==> src/pkg/tacl_pkg.sv <==
// constants and types for the thermal alert configuration logic
// Overview of operation
// - bit 8 shuts sensor and converter down
// - no new alert events while shut down
// - shutdown set blocked by locks, clear always
// - bit 7 locks critical limit writes
// - lock bits sticky until power-on reset
// - bit 6 locks both window limit writes
// - clear_alert releases latched alert, interrupt mode
// - clear_alert always reads back zero
// - bit 4 reads alert pin assertion
// - writes to alert_status are ignored
// - bit 3 output enable, lock protected
// - bit 2 critical only, lock protected
// - bit 1 polarity, lock protected
// - bit 0 interrupt mode, lock protected
// - hysteresis applies to pin and trip bits
// - trip bits set and clear with hysteresis
// - trip bits show the alert cause
// - bits 10:9 select hysteresis, lock protected
// - trip bits follow temperature, frozen while shut down
package tacl_pkg;
	localparam logic [7:0]  TACL_CFG_ADDR   = 8'h01;
	localparam logic [7:0]  TACL_UPPER_ADDR = 8'h02;
	localparam logic [7:0]  TACL_LOWER_ADDR = 8'h03;
	localparam logic [7:0]  TACL_CRIT_ADDR  = 8'h04;
	localparam int          TACL_HYS_HI     = 10;
	localparam int          TACL_HYS_LO     = 9;
	localparam int          TACL_SHDN_BIT   = 8;
	localparam int          TACL_CLOCK_BIT  = 7;
	localparam int          TACL_WLOCK_BIT  = 6;
	localparam int          TACL_CLR_BIT    = 5;
	localparam int          TACL_STAT_BIT   = 4;
	localparam int          TACL_EN_BIT     = 3;
	localparam int          TACL_CONLY_BIT  = 2;
	localparam int          TACL_POL_BIT    = 1;
	localparam int          TACL_MODE_BIT   = 0;
	localparam logic [15:0] TACL_CFG_RESET  = 16'h0000;
	// hysteresis in temperature lsbs of 0.0625 degC
	localparam logic [13:0] TACL_HYS_0      = 14'h0000;
	localparam logic [13:0] TACL_HYS_1P5    = 14'h0018;
	localparam logic [13:0] TACL_HYS_3      = 14'h0030;
	localparam logic [13:0] TACL_HYS_6      = 14'h0060;

	typedef struct packed {
		logic [1:0] hys_sel;
		logic       shutdown;
		logic       crit_lock;
		logic       win_lock;
		logic       out_en;
		logic       crit_only;
		logic       polarity;
		logic       int_mode;
	} tacl_cfg_type;

	// trip status, bit order 15:13 of the temperature register
	typedef struct packed {
		logic crit;
		logic above;
		logic below;
	} tacl_trip_type;

	typedef enum logic [0:0] {
		TACL_IDLE    = 1'b0,
		TACL_LATCHED = 1'b1
	} tacl_alert_type;
endpackage

==> src/hw/tacl_config.sv <==
// configuration register, trip status and alert pin control
`timescale 1ns/1ps
module tacl_config
	import tacl_pkg::*;
#(
	parameter int TW = 13
) (
	input  wire logic          ref_clk,         // device clock, 40 MHz
	input  wire logic          reset_n,         // power-on reset, sync, low
	input  wire logic [7:0]    reg_addr,        // register pointer from bus engine
	input  wire logic          reg_wr,          // one-cycle write strobe
	input  wire logic [15:0]   reg_wdata,       // write data
	input  wire logic          reg_rd,          // one-cycle read strobe
	output logic      [15:0]   reg_rdata,       // read data, config only
	input  wire logic          temp_valid,      // one-cycle new conversion
	input  wire logic [TW-1:0] temp_value,      // signed temperature
	input  wire logic [TW-1:0] upper_limit,     // signed upper window limit
	input  wire logic [TW-1:0] lower_limit,     // signed lower window limit
	input  wire logic [TW-1:0] crit_limit,      // signed critical limit
	output logic               upper_limit_we,  // allowed write of upper limit
	output logic               lower_limit_we,  // allowed write of lower limit
	output logic               crit_limit_we,   // allowed write of critical limit
	output logic               sensor_off,      // powers down diode and converter
	output tacl_trip_type      trip_status,     // temperature bits 15:13
	output logic               alert_pin_o,     // alert pin level, always 0
	output logic               alert_pin_oe     // open-drain pull enable
);

	// ------------------------------------------------
	// functions
	// ------------------------------------------------
	function automatic logic [13:0] hys_amount(input logic [1:0] sel);
		case (sel)
			2'b00: hys_amount = TACL_HYS_0;
			2'b01: hys_amount = TACL_HYS_1P5;
			2'b10: hys_amount = TACL_HYS_3;
			default: hys_amount = TACL_HYS_6;
		endcase
	endfunction

	function automatic logic signed [13:0] widen(input logic [TW-1:0] v);
		widen = 14'(signed'(v));
	endfunction

	// ------------------------------------------------
	// configuration register
	// ------------------------------------------------
	tacl_cfg_type   cfg_q;
	tacl_trip_type  trip_q;
	tacl_trip_type  trip_d;
	tacl_alert_type alert_state_q;
	logic           alert_q;
	logic           cond_q;
	logic           cond_d;
	logic           any_lock;
	logic           cfg_wr;
	logic           clear_req;
	logic           alert_now;
	logic           pin_oe_q;
	logic [15:0]    rdata_q;
	logic [13:0]    hys;
	logic signed [13:0] t;
	logic signed [13:0] up;
	logic signed [13:0] lo;
	logic signed [13:0] cr;

	assign any_lock  = cfg_q.crit_lock | cfg_q.win_lock;
	assign cfg_wr    = reg_wr & (reg_addr == TACL_CFG_ADDR);
	assign clear_req = cfg_wr & reg_wdata[TACL_CLR_BIT] & cfg_q.int_mode;

	always_ff @(posedge ref_clk) begin
		if (!reset_n) begin
			cfg_q <= tacl_cfg_type'(9'h000);
		end else if (cfg_wr) begin
			// locks only ever set; cleared by reset alone
			cfg_q.crit_lock <= cfg_q.crit_lock | reg_wdata[TACL_CLOCK_BIT];
			cfg_q.win_lock  <= cfg_q.win_lock | reg_wdata[TACL_WLOCK_BIT];
			if (!reg_wdata[TACL_SHDN_BIT]) begin
				cfg_q.shutdown <= 1'b0;
			end else if (!any_lock) begin
				cfg_q.shutdown <= 1'b1;
			end
			// locked fields keep their value, other fields still update
			if (!any_lock) begin
				cfg_q.hys_sel   <= reg_wdata[TACL_HYS_HI:TACL_HYS_LO];
				cfg_q.out_en    <= reg_wdata[TACL_EN_BIT];
				cfg_q.crit_only <= reg_wdata[TACL_CONLY_BIT];
				cfg_q.polarity  <= reg_wdata[TACL_POL_BIT];
				cfg_q.int_mode  <= reg_wdata[TACL_MODE_BIT];
			end
		end
	end

	assign sensor_off = cfg_q.shutdown;

	// ------------------------------------------------
	// limit register write protection
	// ------------------------------------------------
	always_comb begin
		crit_limit_we  = reg_wr & (reg_addr == TACL_CRIT_ADDR) & ~cfg_q.crit_lock;
		upper_limit_we = reg_wr & (reg_addr == TACL_UPPER_ADDR) & ~cfg_q.win_lock;
		lower_limit_we = reg_wr & (reg_addr == TACL_LOWER_ADDR) & ~cfg_q.win_lock;
	end

	// ------------------------------------------------
	// trip status with hysteresis
	// ------------------------------------------------
	always_comb begin
		hys    = hys_amount(cfg_q.hys_sel);
		t      = widen(temp_value);
		up     = widen(upper_limit);
		lo     = widen(lower_limit);
		cr     = widen(crit_limit);
		trip_d = trip_q;
		if (!trip_q.below && (t <= lo - signed'(hys))) begin
			trip_d.below = 1'b1;
		end else if (trip_q.below && (t >= lo)) begin
			trip_d.below = 1'b0;
		end
		if (!trip_q.above && (t > up)) begin
			trip_d.above = 1'b1;
		end else if (trip_q.above && (t <= up - signed'(hys))) begin
			trip_d.above = 1'b0;
		end
		if (!trip_q.crit && (t > cr)) begin
			trip_d.crit = 1'b1;
		end else if (trip_q.crit && (t <= cr - signed'(hys))) begin
			trip_d.crit = 1'b0;
		end
	end

	// trip bits ignore pin, mode and clear; frozen while shut down
	always_ff @(posedge ref_clk) begin
		if (!reset_n) begin
			trip_q <= tacl_trip_type'(3'h0);
		end else if (temp_valid && !cfg_q.shutdown) begin
			trip_q <= trip_d;
		end
	end

	assign trip_status = trip_q;

	// ------------------------------------------------
	// alert condition and mode
	// ------------------------------------------------
	// same hysteresis-qualified bits drive the pin
	always_comb begin
		cond_d = trip_q.crit | (~cfg_q.crit_only & (trip_q.above | trip_q.below));
	end

	always_ff @(posedge ref_clk) begin
		if (!reset_n) begin
			cond_q <= 1'b0;
		end else if (!cfg_q.shutdown) begin
			cond_q <= cond_d;
		end
	end

	// interrupt latch: a new event wins over a clear in the same cycle
	always_ff @(posedge ref_clk) begin
		if (!reset_n) begin
			alert_state_q <= TACL_IDLE;
		end else begin
			case (alert_state_q)
				TACL_IDLE: begin
					if (cfg_q.int_mode && !cfg_q.shutdown && cond_d && !cond_q) begin
						alert_state_q <= TACL_LATCHED;
					end
				end
				TACL_LATCHED: begin
					if (!cfg_q.int_mode) begin
						alert_state_q <= TACL_IDLE;
					end else if (clear_req && !(cond_d && !cond_q && !cfg_q.shutdown)) begin
						alert_state_q <= TACL_IDLE;
					end
				end
				default: alert_state_q <= TACL_IDLE;
			endcase
		end
	end

	assign alert_now = cfg_q.int_mode ? (alert_state_q == TACL_LATCHED) : cond_q;

	always_ff @(posedge ref_clk) begin
		if (!reset_n) begin
			alert_q <= 1'b0;
		end else begin
			alert_q <= alert_now & cfg_q.out_en;
		end
	end

	// ------------------------------------------------
	// alert pin, open drain
	// ------------------------------------------------
	// pulled low when asserted active low, or when idle active high
	always_ff @(posedge ref_clk) begin
		if (!reset_n) begin
			pin_oe_q <= 1'b0;
		end else begin
			pin_oe_q <= cfg_q.out_en & ((alert_now & cfg_q.out_en) ^ cfg_q.polarity);
		end
	end

	assign alert_pin_o  = 1'b0;
	assign alert_pin_oe = pin_oe_q;

	// ------------------------------------------------
	// read back
	// ------------------------------------------------
	always_ff @(posedge ref_clk) begin
		if (!reset_n) begin
			rdata_q <= TACL_CFG_RESET;
		end else if (reg_rd) begin
			rdata_q <= TACL_CFG_RESET;
			if (reg_addr == TACL_CFG_ADDR) begin
				rdata_q[TACL_HYS_HI:TACL_HYS_LO] <= cfg_q.hys_sel;
				rdata_q[TACL_SHDN_BIT]           <= cfg_q.shutdown;
				rdata_q[TACL_CLOCK_BIT]          <= cfg_q.crit_lock;
				rdata_q[TACL_WLOCK_BIT]          <= cfg_q.win_lock;
				rdata_q[TACL_CLR_BIT]            <= 1'b0;
				rdata_q[TACL_STAT_BIT]           <= alert_q;
				rdata_q[TACL_EN_BIT]             <= cfg_q.out_en;
				rdata_q[TACL_CONLY_BIT]          <= cfg_q.crit_only;
				rdata_q[TACL_POL_BIT]            <= cfg_q.polarity;
				rdata_q[TACL_MODE_BIT]           <= cfg_q.int_mode;
			end
		end
	end

	assign reg_rdata = rdata_q;

endmodule

==> config.mk <==
export PLATFORM = sky130hd
export DESIGN_NAME = tacl_config
export DESIGN_NICKNAME = d
export VERILOG_FILES = /design/src/pkg/tacl_pkg.sv /design/src/hw/tacl_config.sv
export SDC_FILE = /design/constraint.sdc
export NUM_CORES = 1
export LEC_CHECK = 0
export ABC_AREA = 1
export BUFFER_PORTS_ARGS = -buffer_cell sky130_fd_sc_hd__buf_2
export CAP_MARGIN = 20
export CORE_MARGIN = 2
export CORE_UTILIZATION = 49
export DETAILED_ROUTE_END_ITERATION = 6
export PLACE_DENSITY = 0.78
export SYNTH_ARGS = -nofsm -noshare
export SYNTH_HDL_FRONTEND = slang
export SYNTH_SLANG_ARGS = --single-unit
==> constraint.sdc <==
create_clock -name ref_clk -period 3.2 [get_ports ref_clk]
set_input_delay 0.48 -clock ref_clk [delete_from_list [all_inputs] [get_ports ref_clk]]
set_output_delay 0.48 -clock ref_clk [all_outputs]
set_load 0.1 [all_outputs]
==> qor.csv, run 1 <==
metric;value;unit
Clock Pin Slew Worst Setup and Hold Paths;0.08;ns
area post-placement;0.00456;mm^2
CP max-delay cell;fa_2;
# nets final;873;
hold_buf cts;0;
post-synthesis cell area;0.00385;mm^2
Finished Layout Cells;805;
combinational fraction of design power;54.2;%
Tightest Pin Transition;0.512;ns
FMAX;310;MHz
Design Power;0.00115;W
period utilization;101;%
post-synthesis sequential area ratio;13.5;%
Final Cell Area;0.00490;mm^2
Hold Vio Cnt, Final;0;
H-tree depth;1;
Worst EP required;3.38;ns
Area Growth Syn to Fin;27.4;%
top-count cell post-synth;nand2_1;
Worst EP arrival;3.40;ns
Most used DFF post-synth;dfxtp_1;
peak fanout along the critical path;3;
Die W;92.6;um
Final WS setup;-0.0229;ns
initial core utilization;50.3;%
first-pass GRT wire length;16.5;mm
Port Buffers;92;
worst r2r path cells;22;
most frequent CP cell;nand2_1;
Slew headroom;65.6;%
Row Count;32;
RSZ-0062 raised after global routing;yes;
sequential cell fraction of total power;29.8;%
Setup Viol. Count Final;1;
leakage;2.67;nW
flops & latches, synth;26;
DRC errors left;0;
vias per cell;5.00;
Synth Warn #;0;
Clock Latency Late Sink;0.28;ns
placed cells;793;
First-pass DRT Iterations;4;
Async SR Flop Fraction;0;%
Crit. End Element;flip-flop;
Worst Hold Class;flip-flop to flip-flop;
synthesized instance count;582;
fin crit period;3.22;ns
violated checks;setup timing;
routed vias;4021;
startpoint types;flip-flop;
Commonest cells post-synth;133 x nand2_1, 104 x inv_1, 84 x ha_1, 57 x a21oi_1, 33 x nor2_1;
DR iter-0 viols;195;
drt total wl;10.0;mm
CP Cell Sequence;buf_6 > ha_4 > ha_4 > inv_4 > fa_2 > nand2_2 > nand2_2 > a21oi_4 > buf_6 > nand3_2 > xor2_1 > ha_1 > a21oi_1 > nand2_1 > a21oi_2 > nand2_1 > nand2_1 > nand3_2 > nand2_1 > nand2_1 > nand2_1 > nor2_1;
CTS tree;yes;
top post-synthesis cells by area;ha_1 27%, dfxtp_1 14%, nand2_1 13%, inv_1 10%, a21oi_1 7.4%;
GRT Total Usage;23.0;%
Mean Syn Cell Area;6.61;um^2
total gr overflow;0;
pre-CTS WS;-0.232;ns
number of buffers created by CTS;3;
net switching share of the total power;44.6;%
diode count;0;
Yosys top cell area share;27.3;%
status;complete, but fails checks;
clock skew;0.00275;ns
CTS Buffer Depth;2;
hold depth;2;
Power Dens Cells;234;mW/mm^2
Ports;106;
largest net degree at the start of global routing;21;
max incr delay on CP;0.40;ns
Post-synth EDFFs;0;
core area;0.00765;mm^2
Max Cap Viol;0;
Die Height;92.6;um
Switching Power;0.000512;W
initial antenna violation count;0;
DP HPWL;8.17;mm
DRT antenna net count;0;
DR WL/cell;12.5;um
maximum vdd drop;0.297;mV
Pint;0.000636;W
Yosys cell types;33;
DIE AREA;0.00857;mm^2
GPL Wtd Cong;0.821;
Pins Over Slew Limit;0;
area leader, netlist;ha_1;
vias in the first global route;3871;
# clock sinks;26;
setup TNS;-0.0229;ns
Setup CP Type;flip-flop to flip-flop;
clock power share;16.0;%
share of cells above drive strength 1;27.2;%
root buf cell;clkbuf_8;
## placed cells by master, fill, tap and decap left out, types with 2 or more instances in the layout
cell type	count
nand3_2	8
buf_2	92
a21oi_1	51
inv_4	2
o21ai_2	2
nand2_1	124
conb_1	7
xnor2_1	3
a21oi_2	7
clkbuf_8	3
nand4_1	9
nor2_1	30
o21ai_1	5
nor2_2	4
o21ai_0	23
inv_2	7
inv_1	97
nor2_4	3
nand3_1	27
xor2_1	19
nor3_1	7
o21bai_1	4
nand2_2	9
dfxtp_1	24
buf_4	30
fa_2	3
ha_4	6
ha_1	77
buf_6	2
## final timing paths
kind                    end     start  slack (ns)
min reg2reg    reg_rdata[4]   alert_q        0.45
min            reg_rdata[4]   alert_q        0.45
max          trip_status[0]  cfg_q[7]       -0.02
max reg2reg  trip_status[0]  cfg_q[7]       -0.02
## registers in the layout, summed over array words and instances, names as in the netlist
| name | count |
|---|---|
| reg_rdata | 10 |
| alert_pin_oe | 1 |
| cond_q | 1 |
| alert_q | 1 |
| cfg_q | 8 |
| trip_status | 3 |
| sensor_off | 1 |
| alert_state_q | 1 |
## layer usage
metal  track usage, %  vias up  wire length (um)
met5                0        -                 0
met4             3.61        0               105
met3             2.20        9               421
met2             40.9       87              4820
met1             30.5     1795              4680
li1                 -     2130                 -
## critical path: cells and delay by family (launching register included)
kind / cells / cell delay [ns]
simple gates: 11 / 0.77
buf+inv: 3 / 0.26
xor+xnor: 1 / 0.17
fa+ha+maj: 4 / 1.04
flops: 1 / 0.37
compound gates: 3 / 0.51
## area by class of cell
type	instances	area, um^2
Multi-Input combinational cell	444	3090
Fill cell	682	2750
Timing Repair Buffer	124	708
Sequential cell	26	526
Inverter	106	403
Tap cell	102	128
Clock buffer	3	41.3
## cells by family after synthesis
group | share of synthesized area, %
and+or+nand+nor | 25.9
muxes | 0.293
buffers and inverters | 12.3
other | 0.0975
adders and majority gates | 28.9
xor gates and xnor gates | 5.24
DFF | 13.5
AOI/OAI and AO/OA | 13.7
## repair_timing
action	CTS	global route
resized for setup	10	52
buffers inserted	0	10
setup endpoints to repair	3	3
pin swaps	2	43
gates cloned	0	0
## metrics by stage
step	hold WS (ns)	util [%]
2_1_floorplan	0.423	-
3_3_place_gp	0.441	59.6
3_5_place_dp	0.444	59.6
4_1_cts	0.456	60.7
5_1_grt	0.487	64.1
6_report	0.454	64.1
## power by group through the flow
stage	registers (W)	logic, W	clock network (W)
4_1_cts	0.000343	0.000578	0.000187
3_5_place_dp	0.000350	0.000574	0
6_report	0.000342	0.000622	0.000184
5_1_grt	0.000344	0.000697	0.000201
2_1_floorplan	0.000424	0.000334	0
3_3_place_gp	0.000350	0.000553	0
No activity file was read; power rests on OpenSTA's default activity.
==> inputs of run 2 (changes only) <==
--- a/config.mk
+++ b/config.mk
@@ -8,10 +8,12 @@
 export ABC_AREA = 1
 export BUFFER_PORTS_ARGS = -buffer_cell sky130_fd_sc_hd__buf_2
 export CAP_MARGIN = 20
+export CELL_PAD_IN_SITES_DETAIL_PLACEMENT = 1
+export CELL_PAD_IN_SITES_GLOBAL_PLACEMENT = 2
 export CORE_MARGIN = 2
-export CORE_UTILIZATION = 49
+export CORE_UTILIZATION = 26
 export DETAILED_ROUTE_END_ITERATION = 6
-export PLACE_DENSITY = 0.78
+export PLACE_DENSITY_LB_ADDON = 0.1
 export SYNTH_ARGS = -nofsm -noshare
 export SYNTH_HDL_FRONTEND = slang
 export SYNTH_SLANG_ARGS = --single-unit
==> run 2 against run 1 <==
Against the previous run: the run now ends clean; sequential cell count did not move; cell area up 3.0%; hold slack lost 0.0072 ns; power grew 9.6%; wire length grew 24%; clock power grew 47%; fmax increased by 4.0%; final cell count up 10%; largest cell class unchanged; largest power group unchanged; highest routed layer unchanged.
==> qor.csv, run 2 (same netlist as run 1, synthesis figures left out) <==
metric;value;unit;change
status;finished, final reports clean;;
period utilization;96.9;%;-3.9 points
maximum vdd drop;0.227;mV;-24%
net switching share of the total power;42.5;%;-2.1 points
DR iter-0 viols;73;;-63%
sequential cell fraction of total power;27.3;%;-2.5 points
leakage;2.70;nW;+0.88%
CP Cell Sequence;buf_6 > ha_4 > ha_2 > inv_2 > fa_2 > inv_2 > o21ai_2 > nand2_1 > nand2_1 > nor2_2 > buf_4 > xor2_1 > ha_1 > a21oi_2 > o21ai_2 > a21oi_2 > nand2_1 > nand2_1 > nand3_1 > nand2_1 > nand2_1 > nor2_1;;
initial antenna violation count;0;;unchanged
Setup Viol. Count Final;0;;-1
Worst Hold Class;flip-flop to flip-flop;;
Pins Over Slew Limit;0;;unchanged
CTS Buffer Depth;2;;unchanged
max reg flops;10;;unchanged
Die Height;126;um;+36%
number of buffers created by CTS;3;;unchanged
Area Growth Syn to Fin;31.2;%;
Hold Vio Cnt, Final;0;;unchanged
FMAX;323;MHz;+4.0%
most frequent CP cell;nand2_1;;
reg-to-reg setup timing slack;0.10;ns;+0.12 ns
root buf cell;clkbuf_16;;
GPL Wtd Cong;0.757;;-7.8%
Setup CP Type;flip-flop to flip-flop;;
drt total wl;12.4;mm;+24%
Ports;106;;unchanged
diode count;0;;unchanged
share of cells above drive strength 1;27.3;%;+0.10 points
Row Count;44;;+38%
vias per cell;4.55;;-9.0%
Switching Power;0.000535;W;+4.4%
crit path buf inv count;4;;+1
DR WL/cell;14.0;um;+12%
# clock sinks;26;;unchanged
initial core utilization;26.6;%;-24 points
Slew headroom;64.7;%;-0.85 points
Clock Latency Late Sink;0.25;ns;-0.03 ns
RSZ-0062 raised after global routing;yes;;
Worst EP arrival;3.29;ns;-0.11 ns
Clock Pin Slew Worst Setup and Hold Paths;0.06;ns;-0.02 ns
Design Power;0.00126;W;+9.6%
CP max-delay cell;fa_2;;
commonest non-fill, non-tap cell in the layout;nand2_1;;
startpoint types;flip-flop;;
total gr overflow;0;;unchanged
fin crit period;3.10;ns;-0.124 ns
combinational fraction of design power;51.3;%;-2.9 points
Port Buffers;92;;unchanged
Tightest Pin Transition;0.525;ns;+0.0127 ns
Max Cap Viol;0;;unchanged
GRT Total Usage;15.6;%;-7.4 points
clock skew;0.00353;ns;+0.000785 ns
vias in the first global route;4219;;+9.0%
first-pass GRT wire length;20.4;mm;+24%
routed vias;4038;;+0.42%
Die W;126;um;+36%
First-pass DRT Iterations;4;;unchanged
Power Dens Cells;249;mW/mm^2;+6.4%
H-tree depth;1;;unchanged
clock power share;21.4;%;+5.4 points
Pint;0.000724;W;+14%
max incr delay on CP;0.40;ns;about the same
final core occ;34.9;%;-29 points
CTS tree;yes;;
Crit. End Element;flip-flop;;
cell family with most CP delay;adder cells;;
leading cell types in the layout, fill and taps excluded;127 x nand2_1, 99 x inv_1, 92 x buf_2;;
DP HPWL;10.8;mm;+32%
DRC errors left;0;;unchanged
core area;0.0145;mm^2;+89%
largest net degree at the start of global routing;21;;unchanged
Worst EP required;3.39;ns;about the same
DRT antenna net count;0;;unchanged
# nets final;874;;+0.11%
peak fanout along the critical path;3;;unchanged
DIE AREA;0.0158;mm^2;+84%
## run 2: worst paths after layout
check                               from  depth (start not counted)              to
worst max register to register  cfg_q[7]                         22  trip_status[2]
worst min register to register   alert_q                          2    reg_rdata[4]
worst min-delay path             alert_q                          2    reg_rdata[4]
worst max-delay path            cfg_q[7]                         22  trip_status[2]
## run 2: worst reg2reg max path: stages (launching register included)
cell and delay, ns:
dfxtp_2 0.35, buf_6 0.11, ha_4 0.14, ha_2 0.17
inv_2 0.04, fa_2 0.40, inv_2 0.06, o21ai_2 0.06
nand2_1 0.09, nand2_1 0.07, nor2_2 0.14, buf_4 0.12
xor2_1 0.15, ha_1 0.28, a21oi_2 0.15, o21ai_2 0.08
a21oi_2 0.21, nand2_1 0.08, nand2_1 0.07, nand3_1 0.06
nand2_1 0.06, nand2_1 0.04, nor2_1 0.10
## run 2: what timing repair did
action	4_1_cts	5_1_grt
setup buffers	0	4
pin swaps	1	21
hold buffers	0	0
endpoints found under the setup margin	3	3
resized for setup	14	44
hold endpoints to repair	0	0
## run 2: through the flow
step	instances	setup TNS, ns	worst slack (ns)	hold WS (ns)	instance area (um^2)
3_3_place_gp	882	-0.523	-0.255	0.450	4720
5_1_grt	888	-0.363	-0.144	0.477	5050
6_report	888	0	0.101	0.447	5050
2_1_floorplan	588	-0.401	-0.201	0.423	3870
4_1_cts	885	0	0.0187	0.455	4860
3_5_place_dp	882	-0.694	-0.247	0.447	4720
## run 2: area by class of cell
cell class | count | area, um^2
well taps | 184 | 230
inverters | 106 | 400
clock buffers | 3 | 75.1
flip-flops and latches | 26 | 526
repair buffers | 125 | 712
multi-input cells | 444 | 3100
fillers | 1862 | 9430
## run 2: power groups by stage
| stage | combinational [W] | clock (W) | sequential (W) |
|---|---|---|---|
| 2_1_floorplan | 0.000334 | 0 | 0.000424 |
| 3_3_place_gp | 0.000593 | 0 | 0.000351 |
| 3_5_place_dp | 0.000609 | 0 | 0.000351 |
| 4_1_cts | 0.000620 | 0.000279 | 0.000344 |
| 5_1_grt | 0.000732 | 0.000290 | 0.000345 |
| 6_report | 0.000645 | 0.000270 | 0.000343 |
## run 2: routing by layer
layer / global-route usage [%] / up-vias / wire length (um)
met2: 27.8 / 70 / 5900
met3: 1.83 / 7 / 441
met5: 0 / - / 0
met4: 0.980 / 0 / 86
met1: 21.1 / 1829 / 6000
li1: - / 2132 / -
